[config.mk]
export PLATFORM = sky130hd
export DESIGN_NAME = remote_i2c_alias_remap
export DESIGN_NICKNAME = d
export VERILOG_FILES = /design/src/alias_remap_pkg.sv /design/src/alias_match.sv /design/src/remote_i2c_alias_remap.sv
export SDC_FILE = /design/constraint.sdc
export NUM_CORES = 1
export LEC_CHECK = 0
export ABC_AREA = 1
export BUFFER_PORTS_ARGS = -buffer_cell sky130_fd_sc_hd__buf_2
export CAP_MARGIN = 0
export CORE_MARGIN = 2
export CORE_UTILIZATION = 55
export CTS_BUF_LIST = sky130_fd_sc_hd__clkbuf_16
export DETAILED_ROUTE_END_ITERATION = 6
export PLACE_DENSITY = 0.82
export SYNTH_ARGS = -nofsm -noshare
export SYNTH_HDL_FRONTEND = slang
export SYNTH_SLANG_ARGS = --single-unit
export TNS_END_PERCENT = 100
[constraint.sdc]
create_clock -name sys_clk -period 3.9 [get_ports sys_clk]
set_input_delay 0.39 -clock sys_clk [delete_from_list [all_inputs] [get_ports sys_clk]]
set_output_delay 0.39 -clock sys_clk [all_outputs]
set_load 0.01 [all_outputs]
[src/alias_remap_pkg.sv]
// Purpose: shared constants for the remote i2c alias remap block
// Assumes: 8-bit register space reached over a plain strobe port
// Notes:   offsets below are the register addresses themselves
package alias_remap_pkg;

  localparam int          REG_ADDR_W   = 8;
  localparam int          REG_DATA_W   = 8;
  localparam int          I2C_ADDR_W   = 7;
  localparam int          MAX_ENTRIES  = 8;

  // address field sits in bits 7..1 of every table register
  localparam int          FIELD_LSB    = 1;
  localparam int          FIELD_MSB    = 7;

  // table bases; entry n sits at base + n
  localparam logic [7:0]  TARGET_BASE  = 8'h08;
  localparam logic [7:0]  ALIAS_BASE   = 8'h10;

  // printed offsets of the individually documented registers
  localparam logic [7:0]  TARGET_5_OFF = 8'h0d;
  localparam logic [7:0]  TARGET_6_OFF = 8'h0e;
  localparam logic [7:0]  TARGET_7_OFF = 8'h0f;
  localparam logic [7:0]  ALIAS_0_OFF  = 8'h10;
  localparam logic [7:0]  ALIAS_1_OFF  = 8'h11;

  localparam logic [7:0]  TABLE_RESET  = 8'h00;
  localparam logic [6:0]  ALIAS_OFF    = 7'h00;
  localparam logic [7:0]  UNMAPPED_RD  = 8'h00;

endpackage : alias_remap_pkg

[src/alias_match.sv]
// Purpose: parallel alias comparator with lowest-index priority
// Assumes: alias table is presented flat, one 7-bit field per entry
// Notes:   purely combinational; the caller registers the result
`timescale 1ns/100ps
module alias_match #(
  parameter int NUM_ENTRIES = alias_remap_pkg::MAX_ENTRIES,
  parameter int IDX_W       = (NUM_ENTRIES > 1) ? $clog2(NUM_ENTRIES) : 1
) (
  // alias table
  input  wire logic [NUM_ENTRIES-1:0][6:0] alias_tbl,
  // incoming address
  input  wire logic [6:0]                  probe_addr,
  // result
  output logic                             hit,
  output logic [IDX_W-1:0]                 hit_idx
);

  logic [NUM_ENTRIES-1:0] match;

  genvar g;
  generate
    for (g = 0; g < NUM_ENTRIES; g++) begin : g_cmp
      // zero alias means the entry is switched off
      assign match[g] = (alias_tbl[g] != alias_remap_pkg::ALIAS_OFF) &&
                        (alias_tbl[g] == probe_addr);
    end
  endgenerate

  // lowest index wins if software programs the same alias twice
  always_comb begin
    hit     = 1'b0;
    hit_idx = '0;
    for (int i = NUM_ENTRIES - 1; i >= 0; i--) begin
      if (match[i]) begin
        hit     = 1'b1;
        hit_idx = IDX_W'(i);
      end
    end
  end

endmodule : alias_match

[src/remote_i2c_alias_remap.sv]
// Purpose: alias table, target table and address rewrite for remote i2c access
// Assumes: front end presents each transaction address as a one-cycle request
// Notes:   result appears one cycle after the request; no stall on either side
//
// Design decision made here: the plain strobed port.
`timescale 1ns/100ps
// Contract
// - target register holds 7-bit address, resets zero
// - alias hit forwards with target address substituted
// - alias register holds 7-bit decoder address
// - zero alias disables its entry entirely
// - alias n always maps to target n
// - target entries 0..4 share same layout
module remote_i2c_alias_remap #(
  parameter int NUM_ENTRIES = alias_remap_pkg::MAX_ENTRIES,
  parameter int IDX_W       = (NUM_ENTRIES > 1) ? $clog2(NUM_ENTRIES) : 1
) (
  // clock and reset
  input  wire logic       sys_clk,
  input  wire logic       rst,
  // register port
  input  wire logic [7:0] reg_addr,
  input  wire logic [7:0] reg_wdata,
  input  wire logic       reg_wr,
  input  wire logic       reg_rd,
  output logic      [7:0] reg_rdata,
  // incoming transaction address from the local i2c slave
  input  wire logic       req_valid,
  input  wire logic [6:0] req_addr,
  input  wire logic       req_rnw,
  // rewritten transaction toward the control channel
  output logic            fwd_valid,
  output logic      [6:0] fwd_addr,
  output logic            fwd_rnw,
  output logic            miss
);

  // entry_of slices the address, so the index width must fit the table exactly
  if (NUM_ENTRIES < 1 || NUM_ENTRIES > alias_remap_pkg::MAX_ENTRIES ||
      IDX_W != ((NUM_ENTRIES > 1) ? $clog2(NUM_ENTRIES) : 1)) begin : g_bad_param
    $error("NUM_ENTRIES or IDX_W out of range");
  end

  logic [NUM_ENTRIES-1:0][7:0] tgt_reg;
  logic [NUM_ENTRIES-1:0][6:0] alias_reg;
  logic [7:0]                  rdata_reg;
  logic                        fwd_valid_reg;
  logic [6:0]                  fwd_addr_reg;
  logic                        fwd_rnw_reg;
  logic                        miss_reg;
  logic                        hit;
  logic [IDX_W-1:0]            hit_idx;

  function automatic logic in_table(input logic [7:0] a, input logic [7:0] base);
    return (a >= base) && ({1'b0, a} < ({1'b0, base} + 9'(NUM_ENTRIES)));
  endfunction : in_table

  // bases are 8-aligned, so the low bits are the entry index
  function automatic logic [IDX_W-1:0] entry_of(input logic [7:0] a);
    return a[IDX_W-1:0];
  endfunction : entry_of

  // target table; bit 0 is a plain read/write spare bit
  always_ff @(posedge sys_clk or posedge rst) begin
    if (rst) begin
      for (int i = 0; i < NUM_ENTRIES; i++) begin
        tgt_reg[i] <= alias_remap_pkg::TABLE_RESET;
      end
    end else if (reg_wr && in_table(reg_addr, alias_remap_pkg::TARGET_BASE)) begin
      tgt_reg[entry_of(reg_addr)] <= reg_wdata;
    end
  end

  // alias table; bit 0 is not stored and reads zero
  always_ff @(posedge sys_clk or posedge rst) begin
    if (rst) begin
      for (int i = 0; i < NUM_ENTRIES; i++) begin
        alias_reg[i] <= alias_remap_pkg::ALIAS_OFF;
      end
    end else if (reg_wr && in_table(reg_addr, alias_remap_pkg::ALIAS_BASE)) begin
      alias_reg[entry_of(reg_addr)] <=
        reg_wdata[alias_remap_pkg::FIELD_MSB:alias_remap_pkg::FIELD_LSB];
    end
  end

  // read data valid only in the cycle after the strobe, zero otherwise
  always_ff @(posedge sys_clk or posedge rst) begin
    if (rst) begin
      rdata_reg <= alias_remap_pkg::UNMAPPED_RD;
    end else if (reg_rd && in_table(reg_addr, alias_remap_pkg::TARGET_BASE)) begin
      rdata_reg <= tgt_reg[entry_of(reg_addr)];
    end else if (reg_rd && in_table(reg_addr, alias_remap_pkg::ALIAS_BASE)) begin
      rdata_reg <= {alias_reg[entry_of(reg_addr)], 1'b0};
    end else begin
      rdata_reg <= alias_remap_pkg::UNMAPPED_RD;
    end
  end

  alias_match #(
    .NUM_ENTRIES (NUM_ENTRIES),
    .IDX_W       (IDX_W)
  ) u_match (
    .alias_tbl  (alias_reg),
    .probe_addr (req_addr),
    .hit        (hit),
    .hit_idx    (hit_idx)
  );

  // rewrite path; the address holds after a forward so the channel may sample late
  always_ff @(posedge sys_clk or posedge rst) begin
    if (rst) begin
      fwd_valid_reg <= 1'b0;
      fwd_addr_reg  <= alias_remap_pkg::ALIAS_OFF;
      fwd_rnw_reg   <= 1'b0;
      miss_reg      <= 1'b0;
    end else begin
      fwd_valid_reg <= req_valid && hit;
      miss_reg      <= req_valid && !hit;
      if (req_valid && hit) begin
        fwd_addr_reg <=
          tgt_reg[hit_idx][alias_remap_pkg::FIELD_MSB:alias_remap_pkg::FIELD_LSB];
        fwd_rnw_reg  <= req_rnw;
      end
    end
  end

  assign reg_rdata = rdata_reg;
  assign fwd_valid = fwd_valid_reg;
  assign fwd_addr  = fwd_addr_reg;
  assign fwd_rnw   = fwd_rnw_reg;
  assign miss      = miss_reg;
endmodule : remote_i2c_alias_remap

==> results_dict.tcl, run 1 <==
set metrics [dict create \
    yosysMostFrequentCell "nand2_1" \
    worst_slack_ns 1.39 \
    cp_max_fo 28 \
    hpwl_mm 15.5 \
    synth_edf_count 0 \
    pin_count 47 \
    io_buffers 46 \
    finalHoldViolations 0 \
    netlist.area_leader.share_pct 45.9 \
    cts_resized 0 \
    drt-vias-per-instance 6.05 \
    r2r_slack_ns 1.39 \
    die_w_um 121 \
    r2r-end "fwd_addr[5]" \
    synth_cell_types 41 \
    gp_congestion 0.997 \
    leakagePower_nw 3.91 \
    synthArstFlopShare_pct 100 \
    grt_start_max_net_pins 101 \
    max_stage_delay_ns 0.43 \
    maxCapViolCount 0 \
    rr_worst_depth 11 \
    max_freq_mhz 398 \
    area_growth_pct 11.1 \
    final_nets 1004 \
    rsz0062_at_grt "no" \
    cp-end-kind "flop" \
    synth_area_per_cell_um2 7.94 \
    insertion_delay_ns 0.44 \
    antenna_left 0 \
    slowest_stage "dfrtp_1" \
    hold_buffers 0 \
    clkTransAtPathRegs_ns 0.06 \
    period_share_pct 64.4 \
    grt_usage_pct 32.4 \
    drc_errors 0 \
    synth_top_area_cell "dfrtp_1" \
    setup_viol_count_final 0 \
    whs_ns 0.108 \
    outcome "completed" \
    p_per_area_mw_per_mm2 450 \
    r2r-start "alias_reg[8]" \
    dieHeight_um 121 \
    drt_iter0_drc 948 \
    dieArea_mm2 0.0146 \
    post-cts-setup-buffer-count 0 \
    pre_cts_ws_ns 1.19 \
    period_needed_ns 2.51 \
    synth_warnings 0 \
    netlist_area_mm2 0.00752 \
    finalMaxSlewViolations 0 \
    setup-tns-final_ns 0 \
    overflow 0 \
    skew_ns 0.00602 \
    arrival_ns 2.89 \
    synth_nets 976 \
    worstMarginPinSlew_ns 1.07 \
    cts.sinks 138 \
    synth_commonest_cells "nand2_1 (218), dfrtp_1 (138), inv_1 (123), o21ai_0 (108), nand3_1 (82)" \
    yosys-top-cells-area "dfrtp_1 (46%), nand2_1 (11%), o21ai_0 (7.2%)" \
    antenna_found_initial 0 \
    antenna_cells 0 \
    vias 7039 \
    ys.flop_type "dfrtp_1" \
    firstDrtPassIters 5 \
    ys_seq_elements 138 \
    startpoint_type "flop" \
    grt_pass1_vias 6628 \
    start_util_pct 56.5 \
    worstSetupPathType "reg -> reg" \
    layout-drive-gt1-share_pct 14.1 \
    vdd_drop_max_v 0.000302 \
    largest_reg_flops 64 \
    cp.required_ns 4.28 \
    cts_made_buffers 17 \
    wl_per_cell_um 19.3 \
    cts.htree.levels 4 \
    hold_class "in -> async" \
    cpMostUsedCell "nand3_1" \
    cts-root-buf "clkbuf_16" \
    num_rows 42 \
    crit_chain "inv_1, nand2_1, a221oi_1, nand3_1, nand2_2, nand2_4, nand2_1, nand3_1, nand3_1, nand3_1, nand2_1" \
    slew_headroom_pct 28.1 \
    yosysSeqAreaShare_pct 45.9 \
    syn_inst 947 \
    fill_cells 1134 \
    drt_wl_total_mm 22.4 \
    core-area_mm2 0.0133 \
    cts_buffer_depth 2 \
    tritoncts "yes" \
    grt_pass1_wl_mm 35.9 \
]
==> layer usage <==
layer	track usage (%)	up-vias	wire [um]
met3	8.51	70	2590
met2	46.9	470	9890
li1	-	3204	-
met1	46.6	3295	9360
met5	0	-	0
met4	12.3	0	583
==> layout make-up <==
cell class	instances	area, um^2	area share, %
multi-input combinational	626	3290	39.4
clock inverter	15	128	1.53
clock buffer	17	425	5.10
sequential	138	3450	41.4
tap	176	220	2.64
timing repair buffer	56	318	3.81
inverter	136	519	6.22
==> stage by stage <==
| step | instances | util (%) | power, mW | area, um^2 |
|---|---|---|---|---|
| 5_1_grt | 1164 | 62.8 | 3.90 | 8350 |
| 3_3_place_gp | 1132 | 58.6 | 2.21 | 7800 |
| 4_1_cts | 1164 | 62.8 | 3.74 | 8350 |
| 2_1_floorplan | 947 | - | 2.02 | 7520 |
| 3_5_place_dp | 1132 | 58.6 | 2.23 | 7800 |
| 6_report | 1164 | 62.8 | 3.75 | 8350 |
==> worst max-delay path, delay by kind of cell (launching register included) <==
kind	cells	cell delay [ns]
DFF	1	0.43
AOI/OAI and AO/OA	1	0.35
and+or+nand+nor	9	1.55
buffers and inverters	1	0.11
==> layout by cell type (no fill, tap or decap), types with 3 or more instances in the layout <==
cell type   count
mux2_2         13
a22oi_1         6
o21ai_1        10
a32o_1          3
inv_2          11
inv_1         122
nand2_1       218
clkinvlp_4      7
nand3_1        82
o22ai_1        34
dfrtp_1       138
clkbuf_16      17
o2111ai_1       7
buf_4           9
a221oi_1       14
nand3_2        11
a21oi_1        12
nand2_2         4
nand4_1         8
nor3_2          4
o21ai_0       108
nor4_1          4
xnor2_1         5
nor2_1         37
buf_2          46
xor2_1         18
nor3_1         15
==> kinds of logic (layout without fill, tap and decap cells) <==
logic type,count (synthesis),count (layout),share of synthesized area (%)
muxes,13,13,1.95
and+or+nand+nor,388,388,23.3
xor gates and xnor gates,23,23,2.68
AOI/OAI and AO/OA,202,202,15.8
buffers and inverters,183,224,10.3
DFF,138,138,45.9
==> power breakdown <==
part	switching, mW	internal [mW]
combinational	0.371	0.181
clock	0.658	0.872
sequential	0.0983	1.57
==> how the worst max path moves through the flow <==
stage                       start            to  slack, ns  depth (start not counted)
global route        alias_reg[25]   fwd_addr[5]       1.16                         14
floorplan                     rst  alias_reg[0]       1.79                          1
detailed placement    req_addr[6]   fwd_addr[5]       1.19                         18
CTS                 alias_reg[19]   fwd_addr[6]       1.45                         11
finish               alias_reg[8]   fwd_addr[5]       1.39                         11
global placement      req_addr[6]   fwd_addr[5]       1.20                         18
Power figures use the tool's default switching activity.
==> run 2: changes to the inputs <==
--- a/config.mk
+++ b/config.mk
@@ -12,7 +12,7 @@
 export CORE_UTILIZATION = 55
 export CTS_BUF_LIST = sky130_fd_sc_hd__clkbuf_16
 export DETAILED_ROUTE_END_ITERATION = 6
-export PLACE_DENSITY = 0.82
+export PLACE_DENSITY = 0.79
 export SYNTH_ARGS = -nofsm -noshare
 export SYNTH_HDL_FRONTEND = slang
 export SYNTH_SLANG_ARGS = --single-unit
==> constraint.sdc (replaced) <==
create_clock -name sys_clk -period 2.5 [get_ports sys_clk]
set_input_delay 0.25 -clock sys_clk [delete_from_list [all_inputs] [get_ports sys_clk]]
set_output_delay 0.25 -clock sys_clk [all_outputs]
set_load 0.01 [all_outputs]
==> results_dict.tcl, run 2 (synthesized netlist as in run 1, its figures left out) <==
set metrics [dict create \
    outcome "completed" \
    antenna_found_initial 0 \
    period_needed_ns 2.26 \
    arrival_ns 2.58 \
    drt-vias-per-instance 6.03 \
    final_cell_mix "nand2_1 (218), dfrtp_1 (138), inv_1 (124)" \
    r2r_slack_ns 0.24 \
    cts.sinks 138 \
    max_freq_mhz 443 \
    die_w_um 121 \
    finalHoldViolations 0 \
    hold_class "in -> reg" \
    pin_count 47 \
    setup_viol_count_final 0 \
    drt_iter0_drc 973 \
    cts.htree.levels 4 \
    rr_worst_depth 12 \
    slew_headroom_pct 52.8 \
    start_util_pct 56.5 \
    startpoint_type "flop" \
    tritoncts "yes" \
    vias 7176 \
    r2r-start "alias_reg[26]" \
    grt_usage_pct 33.8 \
    leakagePower_nw 4.09 \
    clkTransAtPathRegs_ns 0.06 \
    core-area_mm2 0.0133 \
    layout-drive-gt1-share_pct 16.1 \
    drt_wl_total_mm 23.2 \
    setup-tns-final_ns 0 \
    cts_resized 0 \
    post-cts-setup-buffer-count 0 \
    cp-end-kind "flop" \
    num_rows 42 \
    endpoint "fwd_addr[6]" \
    maxCapViolCount 0 \
    placed_area_mm2 0.00798 \
    cts-root-buf "clkbuf_16" \
    rsz0062_at_grt "no" \
    max_stage_delay_ns 0.43 \
    period_share_pct 90.4 \
    slowest_stage "dfrtp_1" \
    fill_cells 1160 \
    antenna_cells 0 \
    vdd_drop_max_v 0.000465 \
    dieHeight_um 121 \
    cts_buffer_depth 2 \
    grt_pass1_wl_mm 37.2 \
    r2r-end "fwd_addr[6]" \
    overflow 0 \
    insertion_delay_ns 0.43 \
    path_buf_inv 1 \
    cp_max_fo 15 \
    final_common_cell "nand2_1" \
    hold_buffers 1 \
    crit_chain "xor2_1, nor3_1, nand3_1, nand2_1, nand2_1, nand2_2, buf_4, nand3_1, nand3_1, nand3_1, nand3_1, nand2_1" \
    final_nets 1030 \
    cts_made_buffers 17 \
    p_per_area_mw_per_mm2 710 \
    path_delay_family "simple AND/OR/NAND/NOR gates" \
    cp.required_ns 2.82 \
    area_growth_pct 14.5 \
    firstDrtPassIters 6 \
    antenna_left 0 \
    final_cell_area_mm2 0.00860 \
    drc_errors 0 \
    worstSetupPathType "reg -> reg" \
    cp.depth 12 \
    wl_per_cell_um 19.5 \
    cpMostUsedCell "nand3_1" \
    gp_congestion 0.979 \
    largest_reg_flops 64 \
    io_buffers 46 \
    finalMaxSlewViolations 0 \
    grt_pass1_vias 6578 \
    hpwl_mm 16.1 \
    whs_path_depth 3 \
    utilization_pct 64.7 \
    worstMarginPinSlew_ns 0.705 \
    startpoint "alias_reg[26]" \
    grt_start_max_net_pins 54 \
    dieArea_mm2 0.0146 \
    skew_ns 0.00706 \
]
==> run 2: cell count changes in the layout (fill, tap and decap cells not counted), sizes merged <==
cell and delta:
buf +25, clkinvlp -4, bufinv +3, clkinv +1
dlygate4sd3 +1
==> run 2: layout make-up <==
cell class / instances / area, um^2 / share of cell area (%)
sequential: 138 / 3450 / 40.1
multi-input combinational: 626 / 3290 / 38.2
inverter: 136 / 519 / 6.04
timing repair buffer: 82 / 515 / 5.99
clock buffer: 17 / 425 / 4.94
tap: 176 / 220 / 2.56
clock inverter: 15 / 184 / 2.14
==> run 2: how the worst min path moves through the flow <==
| stage | start | end | slack, ns |
|---|---|---|---|
| global placement | rst | tgt_reg[9] | 0.34 |
| finish | req_rnw | fwd_rnw | 0.02 |
| global route | req_rnw | fwd_rnw | 0.03 |
| floorplan | req_valid | miss | 0.36 |
| CTS | req_rnw | fwd_rnw | 0.01 |
| detailed placement | rst | tgt_reg[10] | 0.33 |
==> run 2: metal layers <==
metal	share of wire, %	up-vias	GRT usage (%)
met2	41	489	45.2
met1	43	3340	51.1
met4	4.3	0	14.6
met5	0	-	0
li1	-	3257	-
met3	12	90	9.16
==> run 2: worst register-to-register path, delay by kind of cell, from the launching register on <==
family,cells,cell delay [ns]
XOR/XNOR,1,0.16
flip-flops,1,0.43
buffers and inverters,1,0.23
AND/OR/NAND/NOR,10,1.33
==> run 2: report_power, final <==
group / switching (mW) / total, mW / leakage [nW] / internal, mW
Sequential: 0.152 / 2.61 / 1.41 / 2.46
Combinational: 0.589 / 0.885 / 2.38 / 0.297
Clock: 0.971 / 2.62 / 0.302 / 1.65
==> run 2: through the flow <==
| stage | cells | setup WS [ns] | hold WS (ns) | total power [mW] |
|---|---|---|---|---|
| 2_1_floorplan | 947 | 0.529 | 0.356 | 3.16 |
| 3_3_place_gp | 1157 | 0.234 | 0.337 | 3.48 |
| 3_5_place_dp | 1157 | 0.216 | 0.330 | 3.49 |
| 4_1_cts | 1190 | 0.331 | 0.0122 | 6.10 |
| 5_1_grt | 1190 | 0.0924 | 0.0292 | 6.34 |
| 6_report | 1190 | 0.241 | 0.0173 | 6.11 |
==> run 3: changes to the inputs <==
--- a/config.mk
+++ b/config.mk
@@ -10,7 +10,6 @@
 export CAP_MARGIN = 0
 export CORE_MARGIN = 2
 export CORE_UTILIZATION = 55
-export CTS_BUF_LIST = sky130_fd_sc_hd__clkbuf_16
 export DETAILED_ROUTE_END_ITERATION = 6
 export PLACE_DENSITY = 0.79
 export SYNTH_ARGS = -nofsm -noshare
==> results_dict.tcl, run 3 (synthesized netlist as in run 1, its figures left out) <==
set metrics [dict create \
    outcome "completed" \
    antenna_cells 0 \
    cts_made_buffers 17 \
    cts.htree.levels 4 \
    worst_slack_ns 0.250 \
    final_cell_mix "nand2_1 (218), dfrtp_1 (138), inv_1 (122)" \
    grt_start_max_net_pins 54 \
    worstMarginPinSlew_ns 0.698 \
    period_needed_ns 2.25 \
    cp_max_fo 15 \
    slew_headroom_pct 53.3 \
    hold_class "in -> reg" \
    grt_most_used_layer "met1" \
    grtUsageMet3_pct 9.16 \
    r2r_slack_ns 0.25 \
    largest_reg_flops 64 \
    maxCapViolCount 0 \
    utilization_pct 64.8 \
    cts-root-buf "clkbuf_16" \
    power.total_mw 6.16 \
    area_growth_pct 14.6 \
    post-cts-setup-buffer-count 0 \
    core-area_mm2 0.0133 \
    r2r-start "alias_reg[26]" \
    overflow 0 \
    globalRouteMet1Util_pct 50.9 \
    whs_ns 0.0177 \
    p_per_area_mw_per_mm2 715 \
    insertion_delay_ns 0.43 \
    grt_usage_pct 33.8 \
    endpoint "fwd_addr[3]" \
    startpoint "alias_reg[26]" \
    final-instance-count-excl-fill 1190 \
    rsz0062_at_grt "no" \
    setup_viol_count_final 0 \
    setup-tns-final_ns 0 \
    io_buffers 46 \
    r2r-end "fwd_addr[3]" \
    cp-end-kind "flop" \
    worstSetupPathType "reg -> reg" \
    wl_per_cell_um 19.5 \
    max_freq_mhz 444 \
    drt-vias-per-instance 5.98 \
    drt_wl_total_mm 23.2 \
    pin_count 47 \
    antenna_left 0 \
    period_share_pct 90.0 \
    skew_ns 0.00687 \
    cts_buffer_depth 2 \
    arrival_ns 2.57 \
    drt_iter0_drc 999 \
    rr_worst_depth 12 \
    grt_pass1_vias 6587 \
    dieHeight_um 121 \
    final_common_cell "nand2_1" \
    drc_errors 0 \
    placed_area_mm2 0.00798 \
    dp_cells 1157 \
    vias 7121 \
    die_w_um 121 \
    antenna_found_initial 0 \
    final_nets 1030 \
    pre_cts_ws_ns 0.216 \
    firstDrtPassIters 6 \
    grt_pass1_wl_mm 37.1 \
    vdd_drop_max_v 0.000466 \
    hpwl_mm 16.1 \
    tritoncts "yes" \
    cp.required_ns 2.82 \
    gp_congestion 0.979 \
    grtUsageMet2_pct 45.3 \
    leakagePower_nw 4.09 \
    layout-drive-gt1-share_pct 16.2 \
    start_util_pct 56.5 \
    finalMaxSlewViolations 0 \
    clkTransAtPathRegs_ns 0.06 \
    finalHoldViolations 0 \
    num_rows 42 \
    startpoint_type "flop" \
    cts.sinks 138 \
    final_cell_area_mm2 0.00861 \
    dieArea_mm2 0.0146 \
]
[run 3: cell count changes in the layout (fill, tap and decap cells not counted), sizes merged]
| cell | delta |
|---|---|
| clkinv | -1 |
| clkbuf | +3 |
| inv | -2 |
[run 3: area by class of cell]
cell class	count	area, um^2
clock buffers	20	447
clock inverters	12	173
fillers	1159	4680
inverters	136	519
multi-input cells	626	3290
flip-flops and latches	138	3450
well taps	176	220
repair buffers	82	515
[run 3: critical path, stage by stage (launching register included)]
cell,delay (ns)
dfrtp_1,0.43
xor2_1,0.16
nor3_1,0.24
nand3_1,0.27
nand2_1,0.14
nand2_1,0.07
nand2_2,0.10
buf_4,0.24
nand3_1,0.09
nand3_1,0.09
nand3_1,0.13
nand3_1,0.12
nand2_1,0.06
[run 3: worst min-delay path by stage]
stage	start	endpoint	slack (ns)	depth (start not counted)
floorplan	req_valid	miss	0.36	2
global placement	rst	tgt_reg[9]	0.34	2
detailed placement	rst	tgt_reg[10]	0.33	2
CTS	req_rnw	fwd_rnw	0.01	3
global route	req_rnw	fwd_rnw	0.03	3
finish	req_rnw	fwd_rnw	0.02	3
[run 3: timing repair]
item | 4_1_cts | 5_1_grt
resized for setup | 0 | 0
endpoints found under the hold margin | 22 | 0
hold buffers | 1 | 0
[run 3: metal layers]
layer  up-vias  share of wire, %
met5         -                 0
met2       487                41
met3        76                13
met1      3306                43
met4         0               3.8
li1       3252                 -
[run 3: where the power goes]
part | switching [mW] | total (mW) | internal (mW)
Combinational | 0.590 | 0.886 | 0.297
Sequential | 0.154 | 2.61 | 2.46
Clock | 0.977 | 2.66 | 1.69
